## config.mk

```make
export PLATFORM = sky130hd
export DESIGN_NAME = irq_flag_priority_regs
export DESIGN_NICKNAME = d
export VERILOG_FILES = /design/src/irq_regs_pkg.sv /design/src/irq_flag_priority_regs.sv
export SDC_FILE = /design/constraint.sdc
export NUM_CORES = 1
export LEC_CHECK = 0
export ABC_AREA = 0
export BUFFER_PORTS_ARGS = -buffer_cell sky130_fd_sc_hd__buf_2
export CAP_MARGIN = 15
export CORE_ASPECT_RATIO = 1.1
export CORE_UTILIZATION = 49
export CTS_BUF_LIST = sky130_fd_sc_hd__clkbuf_8
export DETAILED_ROUTE_END_ITERATION = 7
export GPL_TIMING_DRIVEN = 0
export PLACE_DENSITY = 0.81
export SETUP_SLACK_MARGIN = 0.4
export SYNTH_ARGS = -nofsm -noshare
export SYNTH_HDL_FRONTEND = slang
export SYNTH_SLANG_ARGS = --single-unit
```

## constraint.sdc

```tcl
create_clock -name CLK -period 1.77 [get_ports CLK]
set_input_delay 0.4425 -clock CLK [delete_from_list [all_inputs] [get_ports CLK]]
set_output_delay 0.4425 -clock CLK [all_outputs]
set_load 0.05 [all_outputs]
```

## src/irq_regs_pkg.sv

```systemverilog
// Package with register map, field layout and reset values of the interrupt flag/priority block
package irq_regs_pkg;

  // Register word offsets (16-bit registers; the two priority registers four bytes apart)
  localparam logic [7:0] FLAG_STATUS_TWO_OFS = 8'h88;
  localparam logic [7:0] PRIO_CTRL_ZERO_OFS  = 8'ha4;
  localparam logic [7:0] PRIO_CTRL_TWO_OFS   = 8'ha8;

  // Flag positions in the second flag status register
  localparam int CAN_ONE_RX_READY_POS = 2;
  localparam int SPI_TWO_EVENT_POS    = 1;
  localparam int SPI_TWO_ERROR_POS    = 0;

  // Priority field low-bit positions (fields are three bits wide)
  localparam int PRIO_FIELD_W = 3;
  localparam int PRIO_F3_POS  = 12;
  localparam int PRIO_F2_POS  = 8;
  localparam int PRIO_F1_POS  = 4;
  localparam int PRIO_F0_POS  = 0;

  // Reset values
  localparam logic [15:0] FLAG_STATUS_RESET = 16'h0000;
  localparam logic [2:0]  PRIO_FIELD_RESET  = 3'h4;
  localparam logic [2:0]  PRIO_DISABLED     = 3'h0;

  // Implemented-bit masks
  localparam logic [15:0] FLAG_STATUS_MASK = 16'h0007;
  localparam logic [15:0] PRIO_CTRL_MASK   = 16'h7777;

  // Per-source request to the CPU arbitration: active level and priority
  typedef struct packed {
    logic       req;
    logic [2:0] level;
  } irq_req_t;

endpackage

```

## src/irq_flag_priority_regs.sv

```systemverilog
// Interrupt flag status bits and two priority control registers
//
// Decided for this implementation: the strobed register port and the register addresses.
`timescale 1ns/1ps

// Overview of operation
// - CAN one receive-ready flag at bit 2
// - SPI two event flag at bit 1
// - SPI two error flag at bit 0
// - Priority field value equals level, 7 highest
// - Value 1 lowest level, 0 disables source
// - Unimplemented bits read as zero
module irq_flag_priority_regs (
  // Clock and reset
  input  wire logic                   CLK,
  input  wire logic                   SRST,
  // Register port
  input  wire logic [7:0]             ADDR,
  input  wire logic [15:0]            WDATA,
  input  wire logic                   WR,
  input  wire logic                   RD,
  output logic      [15:0]            RDATA,
  // Peripheral event pulses (same clock domain)
  input  wire logic                   CAN_ONE_RX_EVT,
  input  wire logic                   SPI_TWO_EVT,
  input  wire logic                   SPI_TWO_ERR_EVT,
  // Requests to CPU arbitration, one per source with priority level
  output irq_regs_pkg::irq_req_t      CAN_ONE_RX_REQ,
  output irq_regs_pkg::irq_req_t      SPI_TWO_EVT_REQ,
  output irq_regs_pkg::irq_req_t      SPI_TWO_ERR_REQ,
  // Priority levels of the eight priority-register sources (0 = disabled)
  output logic      [2:0]             TIMER_ONE_PRIORITY,
  output logic      [2:0]             OUT_COMPARE_ONE_PRIORITY,
  output logic      [2:0]             IN_CAPTURE_ONE_PRIORITY,
  output logic      [2:0]             EXT_IRQ_ZERO_PRIORITY,
  output logic      [2:0]             UART_ONE_RX_PRIORITY,
  output logic      [2:0]             SPI_ONE_EVENT_PRIORITY,
  output logic      [2:0]             SPI_ONE_ERROR_PRIORITY,
  output logic      [2:0]             TIMER_THREE_PRIORITY
);

  localparam logic [15:0] PRIO_RESET_WORD =
    {1'b0, irq_regs_pkg::PRIO_FIELD_RESET, 1'b0, irq_regs_pkg::PRIO_FIELD_RESET,
     1'b0, irq_regs_pkg::PRIO_FIELD_RESET, 1'b0, irq_regs_pkg::PRIO_FIELD_RESET};

  logic [2:0]  flags_q;
  logic [2:0]  flags_d;
  logic [15:0] prio0_q;
  logic [15:0] prio0_d;
  logic [15:0] prio2_q;
  logic [15:0] prio2_d;
  logic [15:0] rdata_q;
  logic [15:0] rdata_d;
  logic [2:0]  evt;
  logic        wr_flags;
  logic [2:0]  wdata_hi_field;
  logic [2:0]  wdata_lo_field;

  assign evt = {CAN_ONE_RX_EVT, SPI_TWO_EVT, SPI_TWO_ERR_EVT};
  assign wr_flags = WR && (ADDR == irq_regs_pkg::FLAG_STATUS_TWO_OFS);

  // Write data slices, named so the checks can look back at them
  assign wdata_hi_field = WDATA[14:12];
  assign wdata_lo_field = WDATA[2:0];

  // Flags: software write sets or clears, but an event in the same cycle wins
  always_comb begin
    flags_d = flags_q;
    if (wr_flags) begin
      flags_d = WDATA[2:0];
    end
    flags_d = flags_d | evt;
  end

  // Priority registers: only implemented field bits are stored
  always_comb begin
    prio0_d = prio0_q;
    prio2_d = prio2_q;
    if (WR && ADDR == irq_regs_pkg::PRIO_CTRL_ZERO_OFS) begin
      prio0_d = WDATA & irq_regs_pkg::PRIO_CTRL_MASK;
    end else if (WR && ADDR == irq_regs_pkg::PRIO_CTRL_TWO_OFS) begin
      prio2_d = WDATA & irq_regs_pkg::PRIO_CTRL_MASK;
    end
  end

  // Read mux; unmapped addresses and reserved bits read as zero
  always_comb begin
    rdata_d = 16'h0000;
    if (RD && ADDR == irq_regs_pkg::FLAG_STATUS_TWO_OFS) begin
      rdata_d = {13'h0, flags_q};
    end else if (RD && ADDR == irq_regs_pkg::PRIO_CTRL_ZERO_OFS) begin
      rdata_d = prio0_q;
    end else if (RD && ADDR == irq_regs_pkg::PRIO_CTRL_TWO_OFS) begin
      rdata_d = prio2_q;
    end
  end

  // Flag register; reset clears pending requests so none leak past a restart
  always_ff @(posedge CLK) begin
    if (SRST) begin
      flags_q <= irq_regs_pkg::FLAG_STATUS_RESET[2:0];
    end else begin
      flags_q <= flags_d;
    end
  end

  // Priority registers; mid level after reset keeps every source live
  always_ff @(posedge CLK) begin
    if (SRST) begin
      prio0_q <= PRIO_RESET_WORD;
      prio2_q <= PRIO_RESET_WORD;
    end else begin
      prio0_q <= prio0_d;
      prio2_q <= prio2_d;
    end
  end

  // Read data register; holds a value in each cycle after one with RD high, zero otherwise
  always_ff @(posedge CLK) begin
    if (SRST) begin
      rdata_q <= 16'h0000;
    end else begin
      rdata_q <= rdata_d;
    end
  end

  assign RDATA = rdata_q;

  // Field extraction; the level is the field value as stored
  assign TIMER_ONE_PRIORITY       = prio0_q[14:12];
  assign OUT_COMPARE_ONE_PRIORITY = prio0_q[10:8];
  assign IN_CAPTURE_ONE_PRIORITY  = prio0_q[6:4];
  assign EXT_IRQ_ZERO_PRIORITY    = prio0_q[2:0];
  assign UART_ONE_RX_PRIORITY     = prio2_q[14:12];
  assign SPI_ONE_EVENT_PRIORITY   = prio2_q[10:8];
  assign SPI_ONE_ERROR_PRIORITY   = prio2_q[6:4];
  assign TIMER_THREE_PRIORITY     = prio2_q[2:0];

  // Flag sources have no priority field here, so they request at the reset level.
  // A disabled level would gate them; kept so a future field drops in directly.
  always_comb begin
    CAN_ONE_RX_REQ.level  = irq_regs_pkg::PRIO_FIELD_RESET;
    SPI_TWO_EVT_REQ.level = irq_regs_pkg::PRIO_FIELD_RESET;
    SPI_TWO_ERR_REQ.level = irq_regs_pkg::PRIO_FIELD_RESET;
    CAN_ONE_RX_REQ.req  = flags_q[irq_regs_pkg::CAN_ONE_RX_READY_POS] &&
                          (CAN_ONE_RX_REQ.level != irq_regs_pkg::PRIO_DISABLED);
    SPI_TWO_EVT_REQ.req = flags_q[irq_regs_pkg::SPI_TWO_EVENT_POS] &&
                          (SPI_TWO_EVT_REQ.level != irq_regs_pkg::PRIO_DISABLED);
    SPI_TWO_ERR_REQ.req = flags_q[irq_regs_pkg::SPI_TWO_ERROR_POS] &&
                          (SPI_TWO_ERR_REQ.level != irq_regs_pkg::PRIO_DISABLED);
  end

  // Checks
  property p_can_flag_set;
    @(posedge CLK) disable iff (SRST) CAN_ONE_RX_EVT |=> flags_q[2];
  endproperty
  a_can_flag_set: assert property (p_can_flag_set) else $error("CAN flag not set");

  property p_spi_evt_flag;
    @(posedge CLK) disable iff (SRST) SPI_TWO_EVT |=> flags_q[1];
  endproperty
  a_spi_evt_flag: assert property (p_spi_evt_flag) else $error("SPI event flag not set");

  property p_spi_err_flag;
    @(posedge CLK) disable iff (SRST)
      (RD && ADDR == irq_regs_pkg::FLAG_STATUS_TWO_OFS && flags_q[0]) |=> RDATA[0];
  endproperty
  a_spi_err_flag: assert property (p_spi_err_flag) else $error("SPI error flag misread");

  property p_prio_level;
    @(posedge CLK) disable iff (SRST)
      (WR && ADDR == irq_regs_pkg::PRIO_CTRL_ZERO_OFS) |=>
        TIMER_ONE_PRIORITY == $past(wdata_hi_field);
  endproperty
  a_prio_level: assert property (p_prio_level) else $error("Priority level mismatch");

  property p_disabled_no_req;
    @(posedge CLK) disable iff (SRST)
      CAN_ONE_RX_REQ.req |-> CAN_ONE_RX_REQ.level != 3'h0 && flags_q[2];
  endproperty
  a_disabled_no_req: assert property (p_disabled_no_req) else $error("Request while off");

  property p_field_pos;
    @(posedge CLK) disable iff (SRST)
      (RD && ADDR == irq_regs_pkg::PRIO_CTRL_ZERO_OFS) |=>
        RDATA[2:0] == EXT_IRQ_ZERO_PRIORITY && RDATA[6:4] == IN_CAPTURE_ONE_PRIORITY;
  endproperty
  a_field_pos: assert property (p_field_pos) else $error("Field position wrong");

  property p_reserved_zero;
    @(posedge CLK) disable iff (SRST) (RDATA & 16'h8888) == 16'h0000;
  endproperty
  a_reserved_zero: assert property (p_reserved_zero) else $error("Reserved bit set");

  property p_reset_level;
    @(posedge CLK) $fell(SRST) |-> TIMER_THREE_PRIORITY == 3'h4 && EXT_IRQ_ZERO_PRIORITY == 3'h4;
  endproperty
  a_reset_level: assert property (p_reset_level) else $error("Reset level not four");

  // An event must survive a clearing write in the same cycle
  property p_spi_evt_wins;
    @(posedge CLK) disable iff (SRST) (SPI_TWO_EVT && wr_flags) |=> SPI_TWO_EVT_REQ.req;
  endproperty
  a_spi_evt_wins: assert property (p_spi_evt_wins) else $error("Clear beat event");

  property p_err_req_set;
    @(posedge CLK) disable iff (SRST) SPI_TWO_ERR_EVT |=> SPI_TWO_ERR_REQ.req;
  endproperty
  a_err_req_set: assert property (p_err_req_set) else $error("Error request missing");

  property p_flag_store;
    @(posedge CLK) disable iff (SRST)
      (wr_flags && evt == 3'h0) |=> flags_q == $past(wdata_lo_field);
  endproperty
  a_flag_store: assert property (p_flag_store) else $error("Flag write lost");

  property p_rdata_idle;
    @(posedge CLK) disable iff (SRST) !RD |=> RDATA == 16'h0000;
  endproperty
  a_rdata_idle: assert property (p_rdata_idle) else $error("Read data held");

  property p_flag_upper_zero;
    @(posedge CLK) disable iff (SRST)
      (RD && ADDR == irq_regs_pkg::FLAG_STATUS_TWO_OFS) |=> RDATA[15:3] == 13'h0;
  endproperty
  a_flag_upper_zero: assert property (p_flag_upper_zero) else $error("Flag upper set");

  property p_prio2_level;
    @(posedge CLK) disable iff (SRST)
      (WR && ADDR == irq_regs_pkg::PRIO_CTRL_TWO_OFS) |=>
        TIMER_THREE_PRIORITY == $past(wdata_lo_field);
  endproperty
  a_prio2_level: assert property (p_prio2_level) else $error("Second level mismatch");

endmodule

```

==> results.ini, run 1 <==
[timing]
hold_viol = 0
setup_ws_ps = 248
finalSetupViolCount = 0
layout_min_cycle_time_ps = 1520
max_freq_mhz = 657
rsz0062_at_grt = true
finalClockSkew_ps = 5.83
relSlewSlack_pct = 52.9
period_share_pct = 86.0
worstMarginPinSlew_ps = 707
finalMaxSlewViolations = 0

[worst_setup_path]
crit_required_ps = 2000
worst-path-buf-inv = 2
arrival_ps = 1760
crit_fanout = 6
crit_chain = buf_8, or4b_4, buf_8, nor3_4, mux2i_1
cp-end-kind = flop
critical_path.max_stage_delay_ps = 530
startpoint = ADDR[2]
slowest_stage = or4b_4
r2r-start = prio2_q[0]$_SDFFE_PP0P_
cp_common_cell = buf_8
critPathTopFamily = simple AND/OR/NAND/NOR gates
worstSetupPathType = input port to flop
crit_path_start_kind = input port

[route]
drt_first_pass_iters = 4
finalWirelength_um = 7180
vias = 2189
avgViaCountPerCell = 6.22
wl_per_cell_um = 20.4
postRouteAntennaNets = 0
drc = 0
first_iter_violations = 223

[yosys]
synth-edff-count = 0
synth_area_leader_cell = dfxtp_1
yosysSeqAreaShare_pct = 40.9
synth_cell_type_count = 29
ys_warn_count = 0
ys_ff_latch = 39
synth_most_common_cell = dfxtp_1
ys.flop_type = dfxtp_1
synth_area_um2 = 1910
synth_area_leaders = dfxtp_1, nand4_1, a21oi_1
yosys-top-cells-count = dfxtp_1, nand4_1, a21oi_1
avgSynthCellArea_um2 = 9.31
syn_inst = 205
yosys.area.top_type_share_pct = 40.9
async_flop_share_pct = 0

[placement]
dpl.hpwl_um = 3560
gp_congestion = 0.917
postPlaceCellArea_um2 = 2330
io_buffers = 62
place_ws_ps = -88.4

[layout]
n_antenna_cell = 0
stdcell_area_um2 = 3130
n_fill_cell = 201
areaGrowthSynthToFinish_pct = 63.7
drive_above_1_share_pct = 53.3
nNetsFinal = 332
final_util_pct = 84.9

[global_route]
grt_antenna_before_repair = 0
groute.layer.met3.usage_pct = 9.20
grt_use_met1_pct = 34.8
grt_pass1_wl_um = 8850
met2_usage_pct = 47.4
grt-busiest-layer = met2
grt_pass1_vias = 1888
track_usage_pct = 29.1
grt_remaining_overflow = 0
grt_max_degree = 13

[flow_run]
maxCapViolations = 0

[floorplanning]
row_count = 23
dieArea_um2 = 4150
start_util_pct = 51.8
die_w_um = 61.5
coreArea_um2 = 3680
die_h_um = 67.5
ioPinCount = 83

[clocking]
cts_num_sinks = 39
h-tree-depth = 2
numCtsBuffers = 5
clockBufferDepth = 2
clockRootBuffer = clkbuf_8
path_clk_slew_ps = 80
clock_latency_ps = 300
cts_tree = built

[power]
peakVddDrop_uv = 659
p_leak_nw = 1.27
powerDensity_nw_per_um2 = 685

[min_path]
worstHoldStart = WDATA[14]
hold_class = input port to flop

[status]
status = finished clean

-- repair_timing --
| item | CTS | global route |
|---|---|---|
| resized for setup | 54 | 93 |
| cloned | 0 | 1 |
| setup endpoints to repair | 48 | 56 |
| hold buffers | 0 | 0 |
| pin swaps | 15 | 14 |
| buffers inserted | 11 | 4 |
-- cell families (layout without fill, tap and decap cells) --
family | Yosys count | in the layout | synth area share, %
simple gates | 64 | 64 | 24.3
mux | 12 | 12 | 6.29
flops | 39 | 39 | 40.9
compound gates | 49 | 49 | 16.8
other cells | 2 | 13 | 0.393
buf+inv | 39 | 125 | 11.3
-- worst paths after layout --
path	endpoint	slack, ps	cells after the start
worst min register to register	prio0_q[5]$_SDFFE_PP0P_	480	2
worst max register to register	RDATA[0]$_SDFF_PP0_	740	2
worst max-delay path	prio2_q[13]$_SDFFE_PP0P_	250	5
worst min-delay path	prio0_q[14]$_SDFFE_PP1P_	400	3
-- flip-flops by register name (all words and copies together) (netlist names) --
| name | flops |
|---|---|
| RDATA | 12 |
| prio0_q | 12 |
| prio2_q | 12 |
| flags_q | 3 |
-- stage by stage --
step	setup TNS (ps)	power [mW]	hold WS [ps]	instances
final	0	2.14	404	352
after global routing	0	2.19	410	352
after CTS	0	2.06	409	347
after detailed placement	-1360	1.16	478	328
after global placement	-730	1.16	468	328
after floorplan	0	1.09	593	216
-- layer usage --
layer  vias up  routed length (um)
met5         -                   0
met4         0                 256
met3        30                 637
met1      1046                2610
li1        947                   -
met2       166                3670
-- worst register-to-register path, delay by kind of cell, from the launching register on --
kind,cells,cell delay (ps)
flip-flops,1,500
AO/OA/AOI/OAI,2,440
-- report_power, final --
group          internal (mW)  switching, mW  leakage, nW  total, mW
clock network          0.558          0.332       0.0695      0.890
logic                  0.126          0.234        0.883      0.361
registers              0.883        0.00764        0.318      0.891
-- cells in the final DEF, fill, tap and decap left out, drive strengths merged --
cell type  count
buf          100
dfxtp         39
nand4         33
a21oi         24
clkbuf        17
o31ai         15
conb          13
nor2          12
mux2i         12
nand2b         6
inv            5
nor4b          3
or4b           3
a41oi          3
a221oi         3
o2111ai        3
bufinv         2
nand3          2
nor4bb         1
clkinvlp       1
nand4bb        1
a31o           1
and3           1
nor3b          1
nor3           1
-- layout make-up --
| type | instances | area [um2] | share of cell area, % |
|---|---|---|---|
| Multi-Input combinational cell | 138 | 1260 | 40.3 |
| Sequential cell | 39 | 790 | 25.3 |
| Buffer | 34 | 269 | 8.61 |
| Clock buffer | 5 | 68.8 | 2.20 |
| Tap cell | 50 | 62.6 | 2.00 |
| Timing Repair Buffer | 78 | 591 | 18.9 |
| Clock inverter | 3 | 63.8 | 2.04 |
| Inverter | 5 | 22.5 | 0.721 |
(Power assumes the default switching activity.)
==> inputs of run 2 (changes only) <==
--- a/config.mk
+++ b/config.mk
@@ -8,12 +8,14 @@
 export ABC_AREA = 0
 export BUFFER_PORTS_ARGS = -buffer_cell sky130_fd_sc_hd__buf_2
 export CAP_MARGIN = 15
+export CELL_PAD_IN_SITES_DETAIL_PLACEMENT = 0
+export CELL_PAD_IN_SITES_GLOBAL_PLACEMENT = 1
 export CORE_ASPECT_RATIO = 1.1
-export CORE_UTILIZATION = 49
+export CORE_UTILIZATION = 35
 export CTS_BUF_LIST = sky130_fd_sc_hd__clkbuf_8
 export DETAILED_ROUTE_END_ITERATION = 7
 export GPL_TIMING_DRIVEN = 0
-export PLACE_DENSITY = 0.81
+export PLACE_DENSITY = 0.8
 export SETUP_SLACK_MARGIN = 0.4
 export SYNTH_ARGS = -nofsm -noshare
 export SYNTH_HDL_FRONTEND = slang
==> run 2 against run 1 <==
Net effect: clock-buffer cell count increased by 1; die area increased by 39%; hold slack got worse by 12 ps; total power decreased by 14%; highest routed layer unchanged; first-iteration DRC count decreased by 48%; sequential power about the same; flip-flop and latch count unchanged; clock power decreased by 30%; via count decreased by 10%.
==> results.ini, run 2 (synthesis results as in run 1) <==
[status]
status = finished clean

[clocking]
h-tree-depth = 2  ; unchanged
clockRootBuffer = clkbuf_8
cts_num_sinks = 39  ; unchanged
clock_latency_ps = 300  ; about the same
cts_hold_buffers = 0  ; unchanged
cts_tree = built
numCtsBuffers = 5  ; unchanged
clockBufferDepth = 2  ; unchanged
path_clk_slew_ps = 70  ; about the same

[timing]
setup_ws_ps = 285  ; +37.6 ps
max_freq_mhz = 674  ; +2.5%
hold_viol = 0  ; unchanged
layout_min_cycle_time_ps = 1480  ; -37.6 ps
rsz0062_at_grt = true
finalSetupViolCount = 0  ; unchanged
relSlewSlack_pct = 58.2  ; +5.4 points
period_share_pct = 83.9  ; -2.1 points
worstMarginPinSlew_ps = 626  ; -80.3 ps
finalMaxSlewViolations = 0  ; unchanged
finalClockSkew_ps = 4.07  ; -1.76 ps

[floorplanning]
die_w_um = 72.4  ; +18%
die_h_um = 79.5  ; +18%
ioPinCount = 83  ; unchanged
dieArea_um2 = 5750  ; +39%
coreArea_um2 = 5130  ; +39%
start_util_pct = 37.2  ; -15 points
row_count = 27  ; +17%

[power]
comb_power_share_pct = 18.3  ; +1.5 points
p_seq_share_pct = 48.1  ; +6.5 points
p_sw_share_pct = 29.2  ; +2.3 points
intPower_mw = 1.31  ; -16%
p_leak_nw = 1.25  ; -1.8%
p_clk_share_pct = 33.6  ; -8.0 points
fin_total_pwr_mw = 1.85  ; -14%
powerDensity_nw_per_um2 = 608  ; -11%
peakVddDrop_uv = 283  ; -57%
p_switching_mw = 0.540  ; -6.0%

[global_route]
grt_pass1_wl_um = 8530  ; -3.7%
track_usage_pct = 19.5  ; -9.6 points
met2_usage_pct = 31.0  ; -16 points
grt-busiest-layer = met2
grt_antenna_before_repair = 0  ; unchanged
grt_max_degree = 12  ; -1
grt_use_met1_pct = 25.1  ; -9.8 points
grt_pass1_vias = 1806  ; -4.3%
grt_remaining_overflow = 0  ; unchanged
groute.layer.met3.usage_pct = 3.54  ; -5.7 points

[layout]
areaGrowthSynthToFinish_pct = 59.4
final_common_cell = buf_4
nNetsFinal = 329  ; -0.90%
drive_above_1_share_pct = 50.0  ; -3.3 points
final_util_pct = 59.3  ; -26 points
n_antenna_cell = 0  ; unchanged
n_fill_cell = 466  ; +130%
final_cell_mix = buf_4, dfxtp_1, buf_2, nand4_1, a21oi_1

[worst_setup_path]
arrival_ps = 1640  ; -120 ps
cp-end-kind = flop
crit_path_start_kind = input port
worstSetupPathType = input port to flop
crit_required_ps = 1930  ; -70 ps
cp_common_cell = buf_8
crit_chain = buf_8, or4b_4, buf_8, o31ai_1, a21oi_1
slowest_stage = or4b_4
critical_path.max_stage_delay_ps = 570  ; +40 ps
crit_fanout = 5  ; -1

[route]
vias = 1965  ; -10%
drt_first_pass_iters = 6  ; +2
wl_per_cell_um = 15.9  ; -22%
postRouteAntennaNets = 0  ; unchanged
first_iter_violations = 117  ; -48%
drc = 0  ; unchanged
avgViaCountPerCell = 5.31  ; -15%
finalWirelength_um = 5890  ; -18%

[placement]
place_ws_ps = -111  ; -22.2 ps
dpl.hpwl_um = 3800  ; +6.8%
io_buffers = 62  ; unchanged
gp_congestion = 0.803  ; -12%

[min_path]
hold_class = input port to flop

[flow_run]
maxCapViolations = 0  ; unchanged

## run 2: cell types whose count changed in the layout (fill, tap and decap cells not counted), sizes merged
cell / change
clkinvlp: -1
clkbuf: +1
clkinv: +1
buf: -3
bufinv: -2
## run 2: worst paths after layout
check | slack [ps] | depth (start not counted) | end | from
worst max-delay path | 290 | 5 | flags_q[1]$_SDFF_PP0_ | ADDR[1]
worst min-delay path | 390 | 3 | flags_q[2]$_SDFF_PP0_ | CAN_ONE_RX_EVT
worst max register to register | 830 | 2 | RDATA[1]$_SDFF_PP0_ | prio2_q[1]$_SDFFE_PP0P_
worst min register to register | 480 | 2 | prio0_q[8]$_SDFFE_PP0P_ | prio0_q[8]$_SDFFE_PP0P_
## run 2: critical path: cells and delay by family
kind | cells | cell delay, ps
buf+inv | 2 | 260
simple gates | 1 | 570
compound gates | 2 | 370
## run 2: routing by layer
layer / share of wire (%) / vias to the layer above
li1: - / 940
met1: 44 / 929
met2: 48 / 84
met3: 5.3 / 12
met4: 2.2 / 0
met5: 0 / -
## run 2: area by class of cell
cell class / count / area (um2) / share of cell area, %
Sequential cell: 39 / 785 / 25.8
Timing Repair Buffer: 75 / 586 / 19.2
Clock inverter: 1 / 5.00 / 0.164
Clock buffer: 6 / 82.6 / 2.71
Buffer: 34 / 282 / 9.25
Multi-Input combinational cell: 138 / 1200 / 39.3
Inverter: 5 / 18.8 / 0.617
Tap cell: 72 / 90.1 / 2.96
## run 2: power by group through the flow
stage               Clock, mW  Sequential (mW)  Combinational, mW
CTS                     0.622            0.887              0.280
global placement            0            0.907              0.260
finish                  0.622            0.889              0.339
detailed placement          0            0.907              0.262
global route            0.654            0.890              0.356
floorplan                   0            0.927              0.166
## run 2: repair_timing
| action | CTS | global route |
|---|---|---|
| setup buffers | 7 | 3 |
| gates resized for setup | 42 | 79 |
| endpoints found under the hold margin | 0 | 0 |
| cloned | 0 | 3 |
| endpoints found under the setup margin | 56 | 46 |
| pin swaps | 6 | 22 |
## run 2: stage by stage
stage	TNS (ps)	std cells	cell area [um2]	hold slack, ps
global placement	-1310	350	2360	476
floorplan	0	216	1960	593
global route	0	370	3040	427
finish	0	370	3040	392
CTS	0	364	2650	410
detailed placement	-1620	350	2360	475
